## src/cte_pkg.sv

```systemverilog
// Constants and types for the command table entry executor.
// Assumes a single 250 MHz clock and plain-port control.
package cte_pkg;
  // Field widths
  localparam int WAVE_SEL_W    = 14;
  localparam int LEN_W         = 24;
  localparam int EXP_W         = 4;
  localparam int OSC_W         = 3;
  localparam int PHASE_W       = 16;
  localparam int GAIN_W        = 18;
  localparam int SAMPLE_W      = 16;
  localparam int MARK_W        = 4;
  localparam int ENTRY_W       = 12;
  localparam int FIFO_DEPTH    = 16;
  // Limits
  localparam logic [WAVE_SEL_W-1:0] WAVE_SEL_MAX = 14'h3E7F;
  localparam logic [LEN_W-1:0]      MIN_LEN      = 24'h000010;
  localparam logic [EXP_W-1:0]      EXP_MAX      = 4'hD;
  localparam logic [EXP_W-1:0]      EXP_DEFAULT  = 4'h0;
  localparam logic [OSC_W-1:0]      OSC_RESET    = 3'h0;
  // Phase: signed fraction of a half turn, -180 maps to 8000, 180 excluded
  localparam logic signed [PHASE_W:0] PHASE_POS_MAX = 17'sh07FFF;
  localparam logic signed [PHASE_W:0] PHASE_NEG_MIN = -17'sh08000;
  localparam logic [PHASE_W-1:0]      PHASE_RESET   = 16'h0000;
  // Gain: signed Q1.16, +1.0 = 10000
  localparam logic signed [GAIN_W:0] GAIN_POS_MAX  = 19'sh10000;
  localparam logic signed [GAIN_W:0] GAIN_NEG_MIN  = -19'sh10000;
  localparam logic [GAIN_W-1:0]      GAIN_RESET    = 18'h00000;
  localparam logic [MARK_W+SAMPLE_W-1:0] ZERO_WORD = 20'h00000;

  typedef enum logic [1:0] {
    CTE_IDLE,
    CTE_APPLY,
    CTE_PLAY
  } cte_state_type;

  typedef enum logic [1:0] {
    CTE_SRC_WAVE,
    CTE_SRC_ZERO,
    CTE_SRC_HOLD
  } cte_src_type;
endpackage

```

## src/cte_exec.sv

```systemverilog
// Command table entry executor: applies parameter updates, then plays.
// Assumes the sequencer holds entry fields steady from run_entry_request on
// until entry_busy falls; wave memory answers in 1 cycle.
`timescale 1ns/1ns
`default_nettype none
// Behaviour
// - Waveform selector 0..15999 plays the waveform bound to that slot.
// - Play length in samples, minimum 16; absent length uses declared span.
// - Samples advance at base rate divided by two to the exponent 0..13.
// - Zero fill emits zeros; hold last repeats last sample and marker.
// - Oscillator choice 0..7 selects the modulation oscillator.
// - Phase range is -180 up to excluding 180; outside values clamp.
// - Phase increment flag adds; otherwise phase is replaced.
// - Four gain terms each limited to -1.0 .. 1.0 per channel path.
// - Gain increment flag adds; otherwise gain is loaded absolute.
// - Absent elements leave settings; entry without waveform, zero fill or hold last only updates.
// - Any phase in table zeroes absolute phase when execution starts.
module cte_exec
  import cte_pkg::*;
(
  // Clock and reset
  input  wire logic                         clk,
  input  wire logic                         resetn,
  // Execution start
  input  wire logic                         exec_start,
  input  wire logic                         table_has_phase,
  // Entry request
  input  wire logic                         run_entry_request,
  input  wire logic [ENTRY_W-1:0]           entry_index,
  output logic                              entry_busy,
  output logic                              entry_error,
  // Waveform element
  input  wire logic                         wave_present,
  input  wire logic [WAVE_SEL_W-1:0]        wave_select,
  input  wire logic                         length_present,
  input  wire logic [LEN_W-1:0]             play_length,
  input  wire logic [EXP_W-1:0]             rate_divide_exponent,
  input  wire logic                         zero_fill_flag,
  input  wire logic                         hold_last_flag,
  // Oscillator and phase elements
  input  wire logic                         osc_present,
  input  wire logic [OSC_W-1:0]             osc_choice,
  input  wire logic                         phase_present,
  input  wire logic signed [PHASE_W-1:0]    phase_value,
  input  wire logic                         phase_over,
  input  wire logic                         phase_under,
  input  wire logic                         phase_increment,
  // Gain elements a..d
  input  wire logic [3:0]                   gain_present,
  input  wire logic [3:0][GAIN_W-1:0]       gain_value,
  input  wire logic [3:0]                   gain_increment,
  // Wave memory
  output logic [WAVE_SEL_W-1:0]             wave_slot_binding,
  output logic [LEN_W-1:0]                  wave_addr,
  input  wire logic [LEN_W-1:0]             declared_wave_span,
  input  wire logic [MARK_W+SAMPLE_W-1:0]   wave_word,
  // Sample stream
  output logic                              sample_valid,
  input  wire logic                         sample_ready,
  output logic [MARK_W+SAMPLE_W-1:0]        sample_word,
  // Datapath settings
  output logic [OSC_W-1:0]                  osc_sel,
  output logic [PHASE_W-1:0]                phase_now,
  output logic [3:0][GAIN_W-1:0]            gain_now
);
  typedef struct packed {
    cte_state_type               st;
    cte_src_type                 src;
    logic [LEN_W-1:0]            left;
    logic [LEN_W-1:0]            addr;
    logic [EXP_W-1:0]            exp;
    logic [13:0]                 div;
    logic                        err;
    logic [OSC_W-1:0]            osc;
    logic [PHASE_W-1:0]          phase;
    logic [3:0][GAIN_W-1:0]      gain;
    logic [MARK_W+SAMPLE_W-1:0]  last;
    logic                        word_ok;
  } cte_exec_state_type;

  cte_exec_state_type s_q;
  cte_exec_state_type s_d;
  logic                         fifo_ready;
  logic                         tick;
  logic [MARK_W+SAMPLE_W-1:0]   push_word;
  logic signed [PHASE_W:0]      ph_sum;
  logic signed [PHASE_W:0]      ph_clamp;
  logic [3:0][GAIN_W-1:0]       gain_next;
  logic [LEN_W-1:0]             len_pick;

  // Per-term gain update with saturation
  for (genvar g = 0; g < 4; g++) begin : g_gain
    logic signed [GAIN_W:0] gsum;
    always_comb begin
      gsum = gain_increment[g]
           ? $signed({s_q.gain[g][GAIN_W-1], s_q.gain[g]})
             + $signed({gain_value[g][GAIN_W-1], gain_value[g]})
           : $signed({gain_value[g][GAIN_W-1], gain_value[g]});
      if (!gain_present[g]) begin
        gain_next[g] = s_q.gain[g];
      end else if (gsum > GAIN_POS_MAX) begin
        gain_next[g] = GAIN_POS_MAX[GAIN_W-1:0];
      end else if (gsum < GAIN_NEG_MIN) begin
        gain_next[g] = GAIN_NEG_MIN[GAIN_W-1:0];
      end else begin
        gain_next[g] = gsum[GAIN_W-1:0];
      end
    end
  end

  always_comb begin
    // Out-of-range entry values arrive as flags and clamp to the ends
    if (phase_over) begin
      ph_clamp = PHASE_POS_MAX;
    end else if (phase_under) begin
      ph_clamp = PHASE_NEG_MIN;
    end else begin
      ph_clamp = {phase_value[PHASE_W-1], phase_value};
    end
    // Absolute phase wraps naturally on the half-open circle
    ph_sum = phase_increment
           ? {1'b0, s_q.phase} + {1'b0, ph_clamp[PHASE_W-1:0]}
           : ph_clamp;
    len_pick = length_present ? play_length : declared_wave_span;
    if (len_pick < MIN_LEN) begin
      len_pick = MIN_LEN;
    end
  end

  assign tick = s_q.div == '0;
  always_comb begin
    unique case (s_q.src)
      CTE_SRC_ZERO: push_word = ZERO_WORD;
      CTE_SRC_HOLD: push_word = s_q.last;
      default:      push_word = wave_word;
    endcase
  end

  always_comb begin
    s_d = s_q;
    unique case (s_q.st)
      CTE_IDLE: begin
        if (exec_start && table_has_phase) begin
          s_d.phase = PHASE_RESET;
        end
        if (run_entry_request) begin
          s_d.st = CTE_APPLY;
        end
      end
      CTE_APPLY: begin
        // Settings land here, before any sample of this entry enters the FIFO
        if (osc_present) begin
          s_d.osc = osc_choice;
        end
        if (phase_present) begin
          s_d.phase = ph_sum[PHASE_W-1:0];
        end
        s_d.gain = gain_next;
        s_d.exp  = (rate_divide_exponent > EXP_MAX) ? EXP_MAX : rate_divide_exponent;
        s_d.div  = '0;
        s_d.addr = '0;
        s_d.left = len_pick;
        s_d.word_ok = 1'b0;
        s_d.err  = wave_present && !zero_fill_flag && !hold_last_flag
                   && (wave_select > WAVE_SEL_MAX);
        if (zero_fill_flag) begin
          s_d.src = CTE_SRC_ZERO;
          s_d.st  = CTE_PLAY;
        end else if (hold_last_flag) begin
          s_d.src = CTE_SRC_HOLD;
          s_d.st  = CTE_PLAY;
        end else if (wave_present && !s_d.err) begin
          s_d.src = CTE_SRC_WAVE;
          s_d.st  = CTE_PLAY;
        end else begin
          s_d.st  = CTE_IDLE;
        end
      end
      CTE_PLAY: begin
        // Wave memory has one cycle latency after address change
        s_d.word_ok = 1'b1;
        if (s_q.word_ok && fifo_ready) begin
          // Each slot costs a fetch cycle, so the divided rate stays exact
          s_d.word_ok = 1'b0;
          if (tick) begin
            s_d.addr = s_q.addr + 1'b1;
            s_d.left = s_q.left - 1'b1;
            if (s_q.src != CTE_SRC_HOLD) begin
              s_d.last = push_word;
            end
            if (s_q.left == 24'h000001) begin
              s_d.st = CTE_IDLE;
            end
          end
          s_d.div = (s_q.div == (14'h0001 << s_q.exp) - 14'h0001)
                  ? '0 : s_q.div + 14'h0001;
        end
      end
      default: s_d.st = CTE_IDLE;
    endcase
  end

  always_ff @(posedge clk or negedge resetn) begin
    if (!resetn) begin
      s_q       <= '0;
      s_q.st    <= CTE_IDLE;
      s_q.src   <= CTE_SRC_WAVE;
      s_q.exp   <= EXP_DEFAULT;
      s_q.osc   <= OSC_RESET;
      s_q.phase <= PHASE_RESET;
    end else begin
      s_q <= s_d;
    end
  end

  cte_fifo #(
    .WIDTH (MARK_W+SAMPLE_W),
    .DEPTH (FIFO_DEPTH)
  ) u_fifo (
    .clk       (clk),
    .resetn    (resetn),
    .in_valid  (s_q.st == CTE_PLAY && s_q.word_ok && tick),
    .in_ready  (fifo_ready),
    .in_data   (push_word),
    .out_valid (sample_valid),
    .out_ready (sample_ready),
    .out_data  (sample_word)
  );

  assign entry_busy        = s_q.st != CTE_IDLE;
  assign entry_error       = s_q.err;
  assign wave_slot_binding = wave_select;
  assign wave_addr         = s_q.addr;
  assign osc_sel           = s_q.osc;
  assign phase_now         = s_q.phase;
  assign gain_now          = s_q.gain;

  logic unused_ok;
  assign unused_ok = ^entry_index;
endmodule
`default_nettype wire

```

## src/cte_fifo.sv

```systemverilog
// Sample FIFO between the entry executor and the sample stream.
// Assumes same-clock producer and consumer.
`timescale 1ns/1ns
`default_nettype none
module cte_fifo
  import cte_pkg::*;
#(
  parameter int WIDTH = 20,
  parameter int DEPTH = 16
) (
  // Clock and reset
  input  wire logic             clk,
  input  wire logic             resetn,
  // Fill side
  input  wire logic             in_valid,
  output logic                  in_ready,
  input  wire logic [WIDTH-1:0] in_data,
  // Drain side
  output logic                  out_valid,
  input  wire logic             out_ready,
  output logic [WIDTH-1:0]      out_data
);
  localparam int AW = $clog2(DEPTH);

  typedef struct packed {
    logic [AW-1:0] wr;
    logic [AW-1:0] rd;
    logic [AW:0]   cnt;
  } cte_fifo_state_type;

  cte_fifo_state_type s_q;
  cte_fifo_state_type s_d;
  logic [WIDTH-1:0]   mem_q [DEPTH];
  logic               push;
  logic               pop;

  assign in_ready  = s_q.cnt != (AW+1)'(DEPTH);
  assign out_valid = s_q.cnt != '0;
  assign push      = in_valid && in_ready;
  assign pop       = out_valid && out_ready;
  assign out_data  = mem_q[s_q.rd];

  always_comb begin
    s_d = s_q;
    if (push) begin
      s_d.wr = s_q.wr + 1'b1;
    end
    if (pop) begin
      s_d.rd = s_q.rd + 1'b1;
    end
    s_d.cnt = s_q.cnt + (AW+1)'(push) - (AW+1)'(pop);
  end

  always_ff @(posedge clk or negedge resetn) begin
    if (!resetn) begin
      s_q <= '0;
    end else begin
      s_q <= s_d;
    end
  end

  // Storage carries no reset; only valid words are ever read
  always_ff @(posedge clk) begin
    if (push) begin
      mem_q[s_q.wr] <= in_data;
    end
  end
endmodule
`default_nettype wire

```

## config.mk

```make
export PLATFORM = sky130hd
export DESIGN_NAME = cte_exec
export DESIGN_NICKNAME = d
export VERILOG_FILES = /design/src/cte_pkg.sv /design/src/cte_exec.sv /design/src/cte_fifo.sv
export SDC_FILE = /design/constraint.sdc
export NUM_CORES = 1
export LEC_CHECK = 0
export BUFFER_PORTS_ARGS = -buffer_cell sky130_fd_sc_hd__buf_2
export CELL_PAD_IN_SITES_DETAIL_PLACEMENT = 0
export CELL_PAD_IN_SITES_GLOBAL_PLACEMENT = 1
export CORE_MARGIN = 4
export CORE_UTILIZATION = 30
export DETAILED_ROUTE_END_ITERATION = 16
export PLACE_DENSITY = 0.6
export SLEW_MARGIN = 20
export SYNTH_ARGS = -nofsm -noshare
export SYNTH_HDL_FRONTEND = slang
export SYNTH_SLANG_ARGS = --single-unit
```

## constraint.sdc

```tcl
create_clock -name clk -period 9.6 [get_ports clk]
set_input_delay 1.92 -clock clk [delete_from_list [all_inputs] [get_ports clk]]
set_output_delay 1.92 -clock clk [all_outputs]
set_load 0.005 [all_outputs]
```

# Word-level counts from Yosys, hierarchy flattened
# Memory sizes are Yosys's and may differ from the RTL's.
# Cells that the tools add are included.
[classes]
n_lt_le_gt_ge = 11
addsub = 13
eq_ne = 14
shifts = 1
n_reduce_logical = 31
n_mux = 41
[op_table]
columns = ["op", "n"]
rows = [
  ["$mux 18", 8],
  ["$mux 48", 2],
  ["$pmux 48 s2", 1],
  ["$mux 16", 5],
  ["$add 18x18->19", 4],
  ["$gt 19x18->1 const B", 4],
  ["$lt 19x17->1 const B", 4],
  ["$mux 19", 4],
  ["$mux 24", 2],
  ["$pmux 20 s2", 1],
  ["$pmux 16 s2", 1],
  ["$mux 14", 2],
  ["$pmux 14 s2", 1],
  ["$add 24x1->24 const B", 1],
  ["$eq 24x1->1 const B", 1],
  ["$lt 24x5->1 const B", 1],
  ["$sub 24x1->24 const B", 1],
  ["$add 16x16->16", 1],
  ["$add 14x1->14 const B", 1],
  ["$eq 14x14->1", 1],
  ["$gt 14x14->1 const B", 1],
  ["$logic_not 14->1", 1],
  ["$ne 2x2->1 const B", 7],
  ["$reduce_and 2->1", 7],
  ["other kinds (22)", 49],
]
[totals]
out_inout_bits = 152
inputBits = 212
wordCells = 130
reg_bits = 196
mem_bits_rw = 320
mem_count = 1
[memory_table]
columns = ["name", "depth", "word_bits", "rd", "rd_ports_with_merged_regs", "write_ports", "line", "source"]
rows = [
  ["u_fifo.mem_q", 16, 20, 1, 0, 1, "cte_fifo.sv:33", "logic [WIDTH-1:0] mem_q [DEPTH];"],
]

# Longest topological paths before layout
# Gate-level depths: netlist (run 1).
[logic_depth]
ltp_word = 10
ltp_mapped = 17
depth_no_buf = 14

# Modules after synthesis
# Synthesis (run 1) repeated with hierarchy kept, for this count alone.
[unflattened]
hier_cells = 2522
area_unflattened_um2 = 28775.1
[by_module_without_submodules]
columns = ["module", "cells_each", "seq_area_each_um2", "area_per_inst_um2", "n_inst"]
rows = [
  ["cte_exec", 1857, 4579.4, 15712.6, 1],
  ["cte_fifo", 665, 9934.5, 13062.5, 1],
]

# Worst setup path before layout (run 1)
# OpenSTA, ideal clock, no wires.
[synth_path]
path_type = "input to register"
start = "input gain_value[54] (netlist name)"
end = "register s_q, in the netlist gain_now[67]"
stages = 13
path_buffers = 1
required_time_ns = 9.520
setup_slack_ns = 4.919
arrival_time_ns = 4.601
setup_time_ns = 0.080
cell_sequence = "ha_1 -> inv_1 -> fa_1 -> nor2b_1 -> o21a_1 -> a211oi_1 -> or4b_1 -> nor4_1 -> nand4_1 -> nor4_4 -> o211ai_4 -> buf_6 -> nor3_4"
[synth_via]
elab_chain_cells = 5
word_cells_on_any_way = 6
cone_classes = "add/sub (1); order compare (2); mux (3)"
[synth_lines]
columns = ["element", "line", "source"]
rows = [
  ["from (decl)", "cte_exec.sv:50", "input wire logic [3:0][GAIN_W-1:0] gain_value,"],
  ["$add 18x18->19", "cte_exec.sv:97", "+ $signed({gain_value[g][GAIN_W-1], gain_value[g]})"],
  ["$mux 19 (*)", "cte_exec.sv:96", "? $signed({s_q.gain[g][GAIN_W-1], s_q.gain[g]})"],
  ["$lt 19x17->1", "cte_exec.sv:103", "end else if (gsum < GAIN_NEG_MIN) begin"],
  ["$mux 18", "cte_exec.sv:103", ""],
  ["$mux 18 (*)", "cte_exec.sv:101", "end else if (gsum > GAIN_POS_MAX) begin"],
  ["to (decl)", "cte_exec.sv:81", "cte_exec_state_type s_q;"],
]
# Every way passes the cells marked *; elsewhere a longest branch is shown, timed or not.
# A chain may end at the register's enable or synchronous reset.

# Worst setup path after layout (run 1)
[layout_path]
start = "register u_fifo.s_q[5] (netlist name)"
end = "output sample_word[8]"
[layout_via]
elab_chain_cells = 1
[layout_lines]
columns = ["element", "line", "source"]
rows = [
  ["from (decl)", "cte_fifo.sv:31", "cte_fifo_state_type s_q;"],
  ["from (signal assigned)", "cte_fifo.sv:56", "s_q <= '0;"],
  ["from (signal assigned)", "cte_fifo.sv:58", "s_q <= s_d;"],
  ["$mem_v2 16x20", "-", ""],
  ["to (decl)", "cte_exec.sv:60", "output logic [MARK_W+SAMPLE_W-1:0] sample_word,"],
]
# No other way between the ends.

==> results of run 1 <==
Yosys cell counts (8+ instances only):
master,instances
a211oi_1,51
a21o_1,41
a21oi_1,109
a221o_1,8
a221oi_1,10
a22o_1,21
a31oi_1,16
and2_1,18
and3_1,26
buf_1,15
buf_4,130
clkbuf_1,88
dfrtp_1,196
edfxtp_1,320
ha_1,108
inv_1,72
mux2_2,35
mux2i_1,51
mux4_2,100
nand2_1,178
nand2b_1,30
nand3_1,39
nand3b_1,11
nand4_1,31
nor2_1,169
nor2b_1,26
nor3_1,55
nor4_1,19
o211ai_1,17
o21a_1,30
o21ai_0,137
o22ai_1,11
o31a_1,9
o31ai_1,15
o41ai_1,9
or2_2,8
or3_1,26
or4_1,8
xnor2_1,29
xor2_1,34
where the power goes:
group / total [mW] / internal [mW] / leakage [nW] / switching [mW]
logic: 3.99 / 1.74 / 6.53 / 2.26
registers: 3.31 / 2.90 / 5.41 / 0.408
clock network: 2.21 / 1.25 / 0.908 / 0.965
final cells by class:
type	count	area, sq um
antenna	1	2.50
timing repair buffer	358	1870
fill	9455	62200
clock buffer	72	1570
tap	1265	1580
clock inverter	38	352
sequential	516	14500
inverter	73	274
multi-input combinational	1622	12600
metal layers:
| layer | GRT usage | part of all wire | vias up |
|---|---|---|---|
| li1 | - | - | 9614 |
| met4 | 0.0424 | 0.023 | 0 |
| met1 | 0.206 | 0.43 | 10343 |
| met2 | 0.269 | 0.49 | 570 |
| met3 | 0.0294 | 0.055 | 107 |
| met5 | 0 | 0 | - |
cells by family after synthesis:
group	share of synthesized area
and+or+nand+nor	0.117
AOI/OAI and AO/OA	0.140
DFF	0.505
buffers and inverters	0.0577
muxes	0.110
adders and majority gates	0.0512
xor gates and xnor gates	0.0192
flip-flops by register name, summed over array words and instances (netlist names):
name / count
u_fifo.mem_q: 320
gain_now: 72
s_q: 67
wave_addr: 24
phase_now: 16
u_fifo.s_q: 13
osc_sel: 3
entry_error: 1
per-stage QoR:
stage / worst slack, ns / cell area (sq um) / power, mW
detailed placement: 3.84 / 30800 / 7.37
global route: 3.86 / 32800 / 10.2
CTS: 3.68 / 32800 / 9.64
finish: 4.13 / 32800 / 9.51
floorplan: 4.92 / 28800 / 6.27
global placement: 3.92 / 30800 / 7.27
cells in the final DEF, fill, tap and decap left out, types with 55 or more instances in the layout:
cell and count:
buf_2 336, edfxtp_1 320, dfrtp_1 194, nand2_1 178, nor2_1 167, o21ai_0 136, a21oi_1 108, ha_1 106
mux4_2 100, inv_1 72, clkbuf_16 59, nor3_1 55
how the worst min path moves through the flow:
| stage | end | slack, ns | start |
|---|---|---|---|
| 2_1_floorplan | gain_now[71] | 0.47 | gain_now[71] |
| 3_3_place_gp | osc_sel[1] | 0.48 | osc_sel[1] |
| 3_5_place_dp | osc_sel[2] | 0.49 | osc_sel[2] |
| 4_1_cts | osc_sel[2] | 0.50 | osc_sel[2] |
| 5_1_grt | s_q[20] | 0.52 | s_q[20] |
| 6_report | osc_sel[2] | 0.50 | osc_sel[2] |
==> impl_metrics.yaml, run 1 <==
route:
  vias: 20634
  drt_iter0_markers: 1361
  post_drt_wl_per_cell_um: 20.7
  drcViolationCount: 0
  dr.pass1.iters: 5
  via_per_inst: 5.23
  drt-total-wl_mm: 81.8
  ant_nets: 0
sta:
  post-route-min-period_ns: 5.47
  clock.fmax_mhz: 183
  finalMaxSlewViolations: 0
  setup_viol: 0
  timing.hold.ws_ns: 0.498
  hold_viol: 0
  period_share: 0.570
  worst_slew_pin_slew_ns: 1.10
  clock_skew_ns: 0.0324
  fin_setup_tns_ns: 0
  max_slew_margin: 0.266
  rsz0062_at_grt: "false"
setup_path:
  cp_common_cell: "mux4_2"
  r2r_end: "gain_now[43]"
  path_max_fanout: 50
  crit_family: "multiplexers"
  endpoint_kind: "output pin"
  critPathKind: "reg -> out"
  max_stage_delay_ns: 0.89
  path_depth: 4
  critPathBufInv: 2
  r2r_cells: 10
  cp_data_arrival_time_ns: 3.55
  cp-endpoint: "sample_word[8]"
  startpoint: "u_fifo.s_q[5]"
  r2r-start: "gain_now[39]"
  rrSetupSlack_ns: 5.44
  crit_chain: "buf_6 -> mux4_2 -> mux4_2 -> buf_2"
  cp_slowest_cell: "dfrtp_4"
  critPathRequiredTime_ns: 7.68
  critical_path.startpoint_type: "register"
place:
  placed_cells: 3833
  dp_hpwl_mm: 55.6
  gp_congestion: 0.819
  io_buffers: 337
global_routing:
  gr-total-overflow: 0
  track_usage: 0.158
  grt_antenna_before_repair: 4
  grt_pass1_vias: 21204
  grt_max_degree: 107
  grt_pass1_wl_mm: 127
power:
  ir_worst_vdd_uv: 174
  p_leak_nw: 12.9
  p_per_area_mw_per_mm2: 290
floorplan:
  row_count: 113
  die_h_um: 318
  die_width_um: 318
  core-area_sq_mm: 0.0950
  die_area_sq_mm: 0.101
  start_util: 0.303
  pin_count: 364
clock_network:
  clk_pin_slew_ns: 0.06
  cts_buffer_depth: 3
  post_cts_resized: 0
  numClockSinks: 516
  cts_root_buffer: "clkbuf_16"
  cts_tree: "yes"
  clock_latency_ns: 0.65
  cts_setup_buffers: 0
  cts_buffers: 59
  cts_max_level: 2
  hold_buffers: 0
cells_and_area:
  nets: 2956
  drive_gt1_frac: 0.236
  utilization: 0.345
  area_growth_pct: 14.0
  finalNonFillerCells: 3945
synth:
  syn-num-nets: 2773
  yosys_warnings: 0
  synth-edff-count: 320
  yosysTopAreaCell: "edfxtp_1"
  synthArstFlopShare: 0.380
  synth_seq_area_share: 0.505
  synth_cell_type_count: 92
  synth.area.top_cells: "edfxtp_1 (33%), dfrtp_1 (17%), mux4_2 (7.8%), ha_1 (4.7%), buf_4 (3.4%)"
  synth_top_area_frac: 0.334
  avgSynthCellArea_sq_um: 11.7
  synthFlopType: "edfxtp_1"
  ys_seq_elements: 516
  synth_area_sq_mm: 0.0288
  synthCells: 2447
run:
  cap_violations: 0
status:
  status: "finished clean"
hold_path:
  hold_depth: 1
  hp-class: "reg -> reg"
Note: power is estimated with default switching activity, not from simulation.
==> run 2, diff against run 1 <==
PLACE_DENSITY = 0.63   (was 0.6)
clock period = 4.5 ns   (was 9.6 ns; I/O delays follow)
==> run 2 against run 1 <==
Net effect: hold slack worse by 0.17 ns; highest routed layer is now met5; cell count up 1.1%; critical endpoint is now sample_word[10]; critical path depth unchanged.
==> impl_metrics.yaml, run 2 (same netlist as run 1, synthesis figures left out) <==
status:
  status: "finished clean"
cells_and_area:
  design_area_sq_mm: 0.0331
  final-seq-area_sq_mm: 0.0145
  fill_cells: 9463
  largest_register_ffs: 320
  multiInputGateArea_sq_mm: 0.0126
  drive_gt1_frac: 0.245
  utilization: 0.349
  final_common_cell: "buf_2"
  final_cell_mix: "buf_2 (336), edfxtp_1 (320), dfrtp_1 (194), nand2_1 (178), nor2_1 (167)"
  regMostFlops: "u_fifo.mem_q"
  area_growth_pct: 15.3
  nets: 2996
sta:
  clock_skew_ns: 0.0758
  post-route-min-period_ns: 3.92
  max_slew_margin: 0.343
  hold_viol: 0
  setup_viol: 0
  rsz0062_at_grt: "false"
  finalMaxSlewViolations: 0
  period_share: 0.870
  fin_setup_tns_ns: 0
  setup_ws_ns: 0.584
  worst_slew_pin_slew_ns: 0.985
  clock.fmax_mhz: 255
clock_network:
  cts_buffers: 60
  clock_latency_ns: 0.67
  cts_setup_buffers: 0
  numClockSinks: 516
  cts_root_buffer: "clkbuf_16"
  hold_buffers: 0
  cts_buffer_depth: 3
  cts_max_level: 2
  post_cts_resized: 0
  clk_pin_slew_ns: 0.06
  cts_tree: "yes"
place:
  io_buffers: 337
  gp_congestion: 0.838
  place_ws_ns: 0.0541
  dp_hpwl_mm: 58.8
  placed_cell_area_sq_mm: 0.0312
setup_path:
  cp_common_cell: "mux4_2"
  r2r-start: "gain_now[39]"
  crit_family: "multiplexers"
  rrSetupSlack_ns: 0.64
  critPathKind: "reg -> out"
  endpoint_kind: "output pin"
  cp_slowest_cell: "dfrtp_4"
  r2r_end: "gain_now[41]"
  critPathBufInv: 2
  critical_path.startpoint_type: "register"
  critPathRequiredTime_ns: 3.60
  r2r_cells: 11
  max_stage_delay_ns: 0.71
  crit_chain: "buf_4 -> mux4_2 -> mux4_2 -> buf_2"
  path_max_fanout: 22
  cp_data_arrival_time_ns: 3.02
route:
  drcViolationCount: 0
  drt_iter0_markers: 1744
  post_drt_wl_per_cell_um: 21.1
  ant_nets: 0
  vias: 20991
  dr.pass1.iters: 6
  via_per_inst: 5.26
  drt-total-wl_mm: 84.3
floorplan:
  pin_count: 364
  die_h_um: 318
  die_width_um: 318
  start_util: 0.303
  row_count: 113
  core-area_sq_mm: 0.0950
  die_area_sq_mm: 0.101
global_routing:
  gr-total-overflow: 0
  grt_max_degree: 93
  track_usage: 0.162
  grt_pass1_vias: 21209
  grt_antenna_before_repair: 8
  grt_pass1_wl_mm: 129
hold_path:
  hp-class: "in -> async"
power:
  ir_worst_vdd_uv: 365
  p_per_area_mw_per_mm2: 620
  p_leak_nw: 13.1
run:
  cap_violations: 0
run 2: cell count changes in the layout (fill, tap and decap cells not counted), moves of 3 or more:
cell	previous run	this run
buf_4	18	57
diode_2	1	6
and3_2	4	0
clkinv_4	1	4
and2_1	12	18
and2_2	6	0
and3_1	22	26
clkbuf_1	9	5
run 2: stage by stage:
stage	hold WS, ns	instances	power [mW]
floorplan	0.473	2447	13.4
global placement	0.485	3873	15.6
detailed placement	0.489	3873	15.8
CTS	0.297	3983	20.8
global route	0.365	3988	22.0
finish	0.331	3989	20.5
run 2: worst max path at each step:
stage                     slack [ns]  depth (start not counted)      startpoint               to
after CTS                       0.47                          4   u_fifo.s_q[5]  sample_word[10]
after detailed placement        0.05                         12  gain_value[39]     gain_now[41]
final                           0.58                          4   u_fifo.s_q[5]  sample_word[10]
after global routing            0.32                         11    gain_now[39]     gain_now[41]
after global placement          0.04                         14  gain_value[36]     gain_now[50]
after floorplan                 0.84                         13  gain_value[54]     gain_now[67]
run 2: report_power, final:
group / internal (mW) / switching (mW)
clock: 2.73 / 2.12
combinational: 3.79 / 4.92
sequential: 6.19 / 0.788
total: 12.7 / 7.83
run 2: layout make-up:
cell class              count  area share
flip-flops and latches    516       0.438
multi-input cells        1622       0.380
repair buffers            397      0.0659
well taps                1265      0.0478
clock buffers              67      0.0467
clock inverters            43      0.0129
inverters                  73     0.00827
diodes                      6    0.000453
run 2: per-layer routing:
| metal | GRT usage | up-vias | wire [um] |
|---|---|---|---|
| met5 | 0 | - | 13 |
| met4 | 0.0479 | 2 | 2240 |
| met3 | 0.0296 | 130 | 4830 |
| met2 | 0.268 | 596 | 40400 |
| met1 | 0.217 | 10547 | 36800 |
| li1 | - | 9716 | - |
run 2: worst reg2reg max path: cells and delay by family (launching register included):
family,cells,cell delay [ns]
AOI/OAI and AO/OA,6,2.20
DFF,1,0.40
buffers and inverters,1,0.18
adders and majority gates,1,0.40
and+or+nand+nor,2,0.39
muxes,1,0.13
==> run 3, diff against run 2 <==
REMOVE_ABC_BUFFERS = 1   (was default)
==> run 3 against run 2 <==
Net effect: worst setup slack got worse by 0.16 ns; flip-flop and latch count unchanged; maximum frequency decreased by 4.0%; non-clock buffer count increased by 8; utilization increased by 0.16 points; die area unchanged; critical path type unchanged.
==> impl_metrics.yaml, run 3 (same netlist as run 1, synthesis figures left out) <==
status:
  status: "finished clean"
setup_path:
  crit_family: "multiplexers"
  crit_chain: "buf_4 -> mux4_2 -> mux4_2 -> buf_2"
  critical_path.startpoint_type: "register"
  critPathRequiredTime_ns: 3.60
  critPathKind: "reg -> out"
  critPathBufInv: 2
  cp_common_cell: "mux4_2"
  cp_slowest_cell: "dfrtp_4"
  max_stage_delay_ns: 0.86
  cp_data_arrival_time_ns: 3.18
  path_max_fanout: 34
  endpoint_kind: "output pin"
sta:
  hold_viol: 0
  timing.hold.ws_ns: 0.236
  max_slew_margin: 0.341
  clock_skew_ns: 0.0427
  setup_viol: 0
  worst_slew_pin_slew_ns: 0.978
  post-route-min-period_ns: 4.08
  clock.fmax_mhz: 245
  finalMaxSlewViolations: 0
  rsz0062_at_grt: "false"
  period_share: 0.906
power:
  ir_worst_vdd_uv: 356
  p_per_area_mw_per_mm2: 623
  p_leak_nw: 13.2
route:
  via_per_inst: 5.19
  dr.pass1.iters: 5
  vias: 20721
  ant_nets: 0
  drt-total-wl_mm: 79.9
  drcViolationCount: 0
  drt_iter0_markers: 1388
  post_drt_wl_per_cell_um: 20.0
clock_network:
  clk_pin_slew_ns: 0.06
  cts_max_level: 2
  cts_buffer_depth: 3
  hold_buffers: 0
  cts_buffers: 59
  cts_tree: "yes"
  clock_latency_ns: 0.65
  post_cts_resized: 0
  numClockSinks: 516
  cts_root_buffer: "clkbuf_16"
  cts_setup_buffers: 0
cells_and_area:
  drive_gt1_frac: 0.249
  largest_register_ffs: 320
  design_area_sq_mm: 0.0333
  final_common_cell: "buf_2"
  regMostFlops: "u_fifo.mem_q"
  final_cell_mix: "buf_2 (336), edfxtp_1 (320), dfrtp_1 (194), nand2_1 (178), nor2_1 (167)"
  nets: 3003
  area_growth_pct: 15.8
  finalNonFillerCells: 3994
  utilization: 0.351
global_routing:
  grt_antenna_before_repair: 3
  grt_pass1_vias: 21341
  grt_pass1_wl_mm: 125
  track_usage: 0.154
  gr-total-overflow: 0
  grt_max_degree: 101
run:
  cap_violations: 0
floorplan:
  row_count: 113
  die_h_um: 318
  core-area_sq_mm: 0.0950
  die_width_um: 318
  die_area_sq_mm: 0.101
  pin_count: 364
  start_util: 0.303
place:
  io_buffers: 337
  placed_cells: 3881
  placed_cell_area_sq_mm: 0.0312
  gp_congestion: 0.860
  dp_hpwl_mm: 54.1
hold_path:
  hp-class: "in -> async"
-- run 3: changes by cell type in the layout (fill, tap and decap cells not counted), sizes merged --
cell / before / now
clkinv: 30 / 24
clkinvlp: 6 / 4
clkbuf: 67 / 72
buf: 397 / 405
bufinv: 4 / 8
diode: 6 / 1
inv: 76 / 77
-- run 3: layer usage --
layer  up-vias  global-route usage  part of all wire
li1       9716                   -                 -
met1     10400               0.201              0.43
met2       482               0.265              0.50
met3       123              0.0245             0.046
met4         0              0.0475             0.027
met5         -                   0                 0
-- run 3: path summary, 6_finish.rpt --
kind / depth (start not counted) / from / slack [ns] / to
max in group asynchronous: 2 / resetn / 3.20 / gain_now[34]
hold reg to reg: 1 / u_fifo.s_q[7] / 0.50 / u_fifo.s_q[7]
setup / recovery: 4 / u_fifo.s_q[5] / 0.42 / sample_word[13]
hold / removal: 1 / resetn / 0.24 / gain_now[56]
min in group clk: 1 / u_fifo.s_q[7] / 0.50 / u_fifo.s_q[7]
setup reg to reg: 12 / gain_now[36] / 0.45 / gain_now[40]
-- run 3: stage by stage --
step,setup slack (ns),TNS (ns),total power [mW]
global route,0.168,0,22.2
floorplan,-0.740,-14.81,12.9
detailed placement,-0.126,-1.04,15.8
global placement,-0.0799,-0.522,15.5
CTS,0.263,0,21.0
finish,0.422,0,20.7
-- run 3: final cells by class --
cell class	instances	area, sq um
antenna	1	2.50
clock buffer	72	1600
clock inverter	40	473
fill	9390	61700
inverter	73	274
multi-input combinational	1622	12600
sequential	516	14500
tap	1265	1580
timing repair buffer	405	2240
-- run 3: power breakdown --
part | switching (mW) | leakage (nW) | internal, mW
logic | 4.79 | 6.78 | 3.82
registers | 0.877 | 5.41 | 6.19
clock network | 2.07 | 1.01 | 3.00
total | 7.73 | 13.2 | 13.0
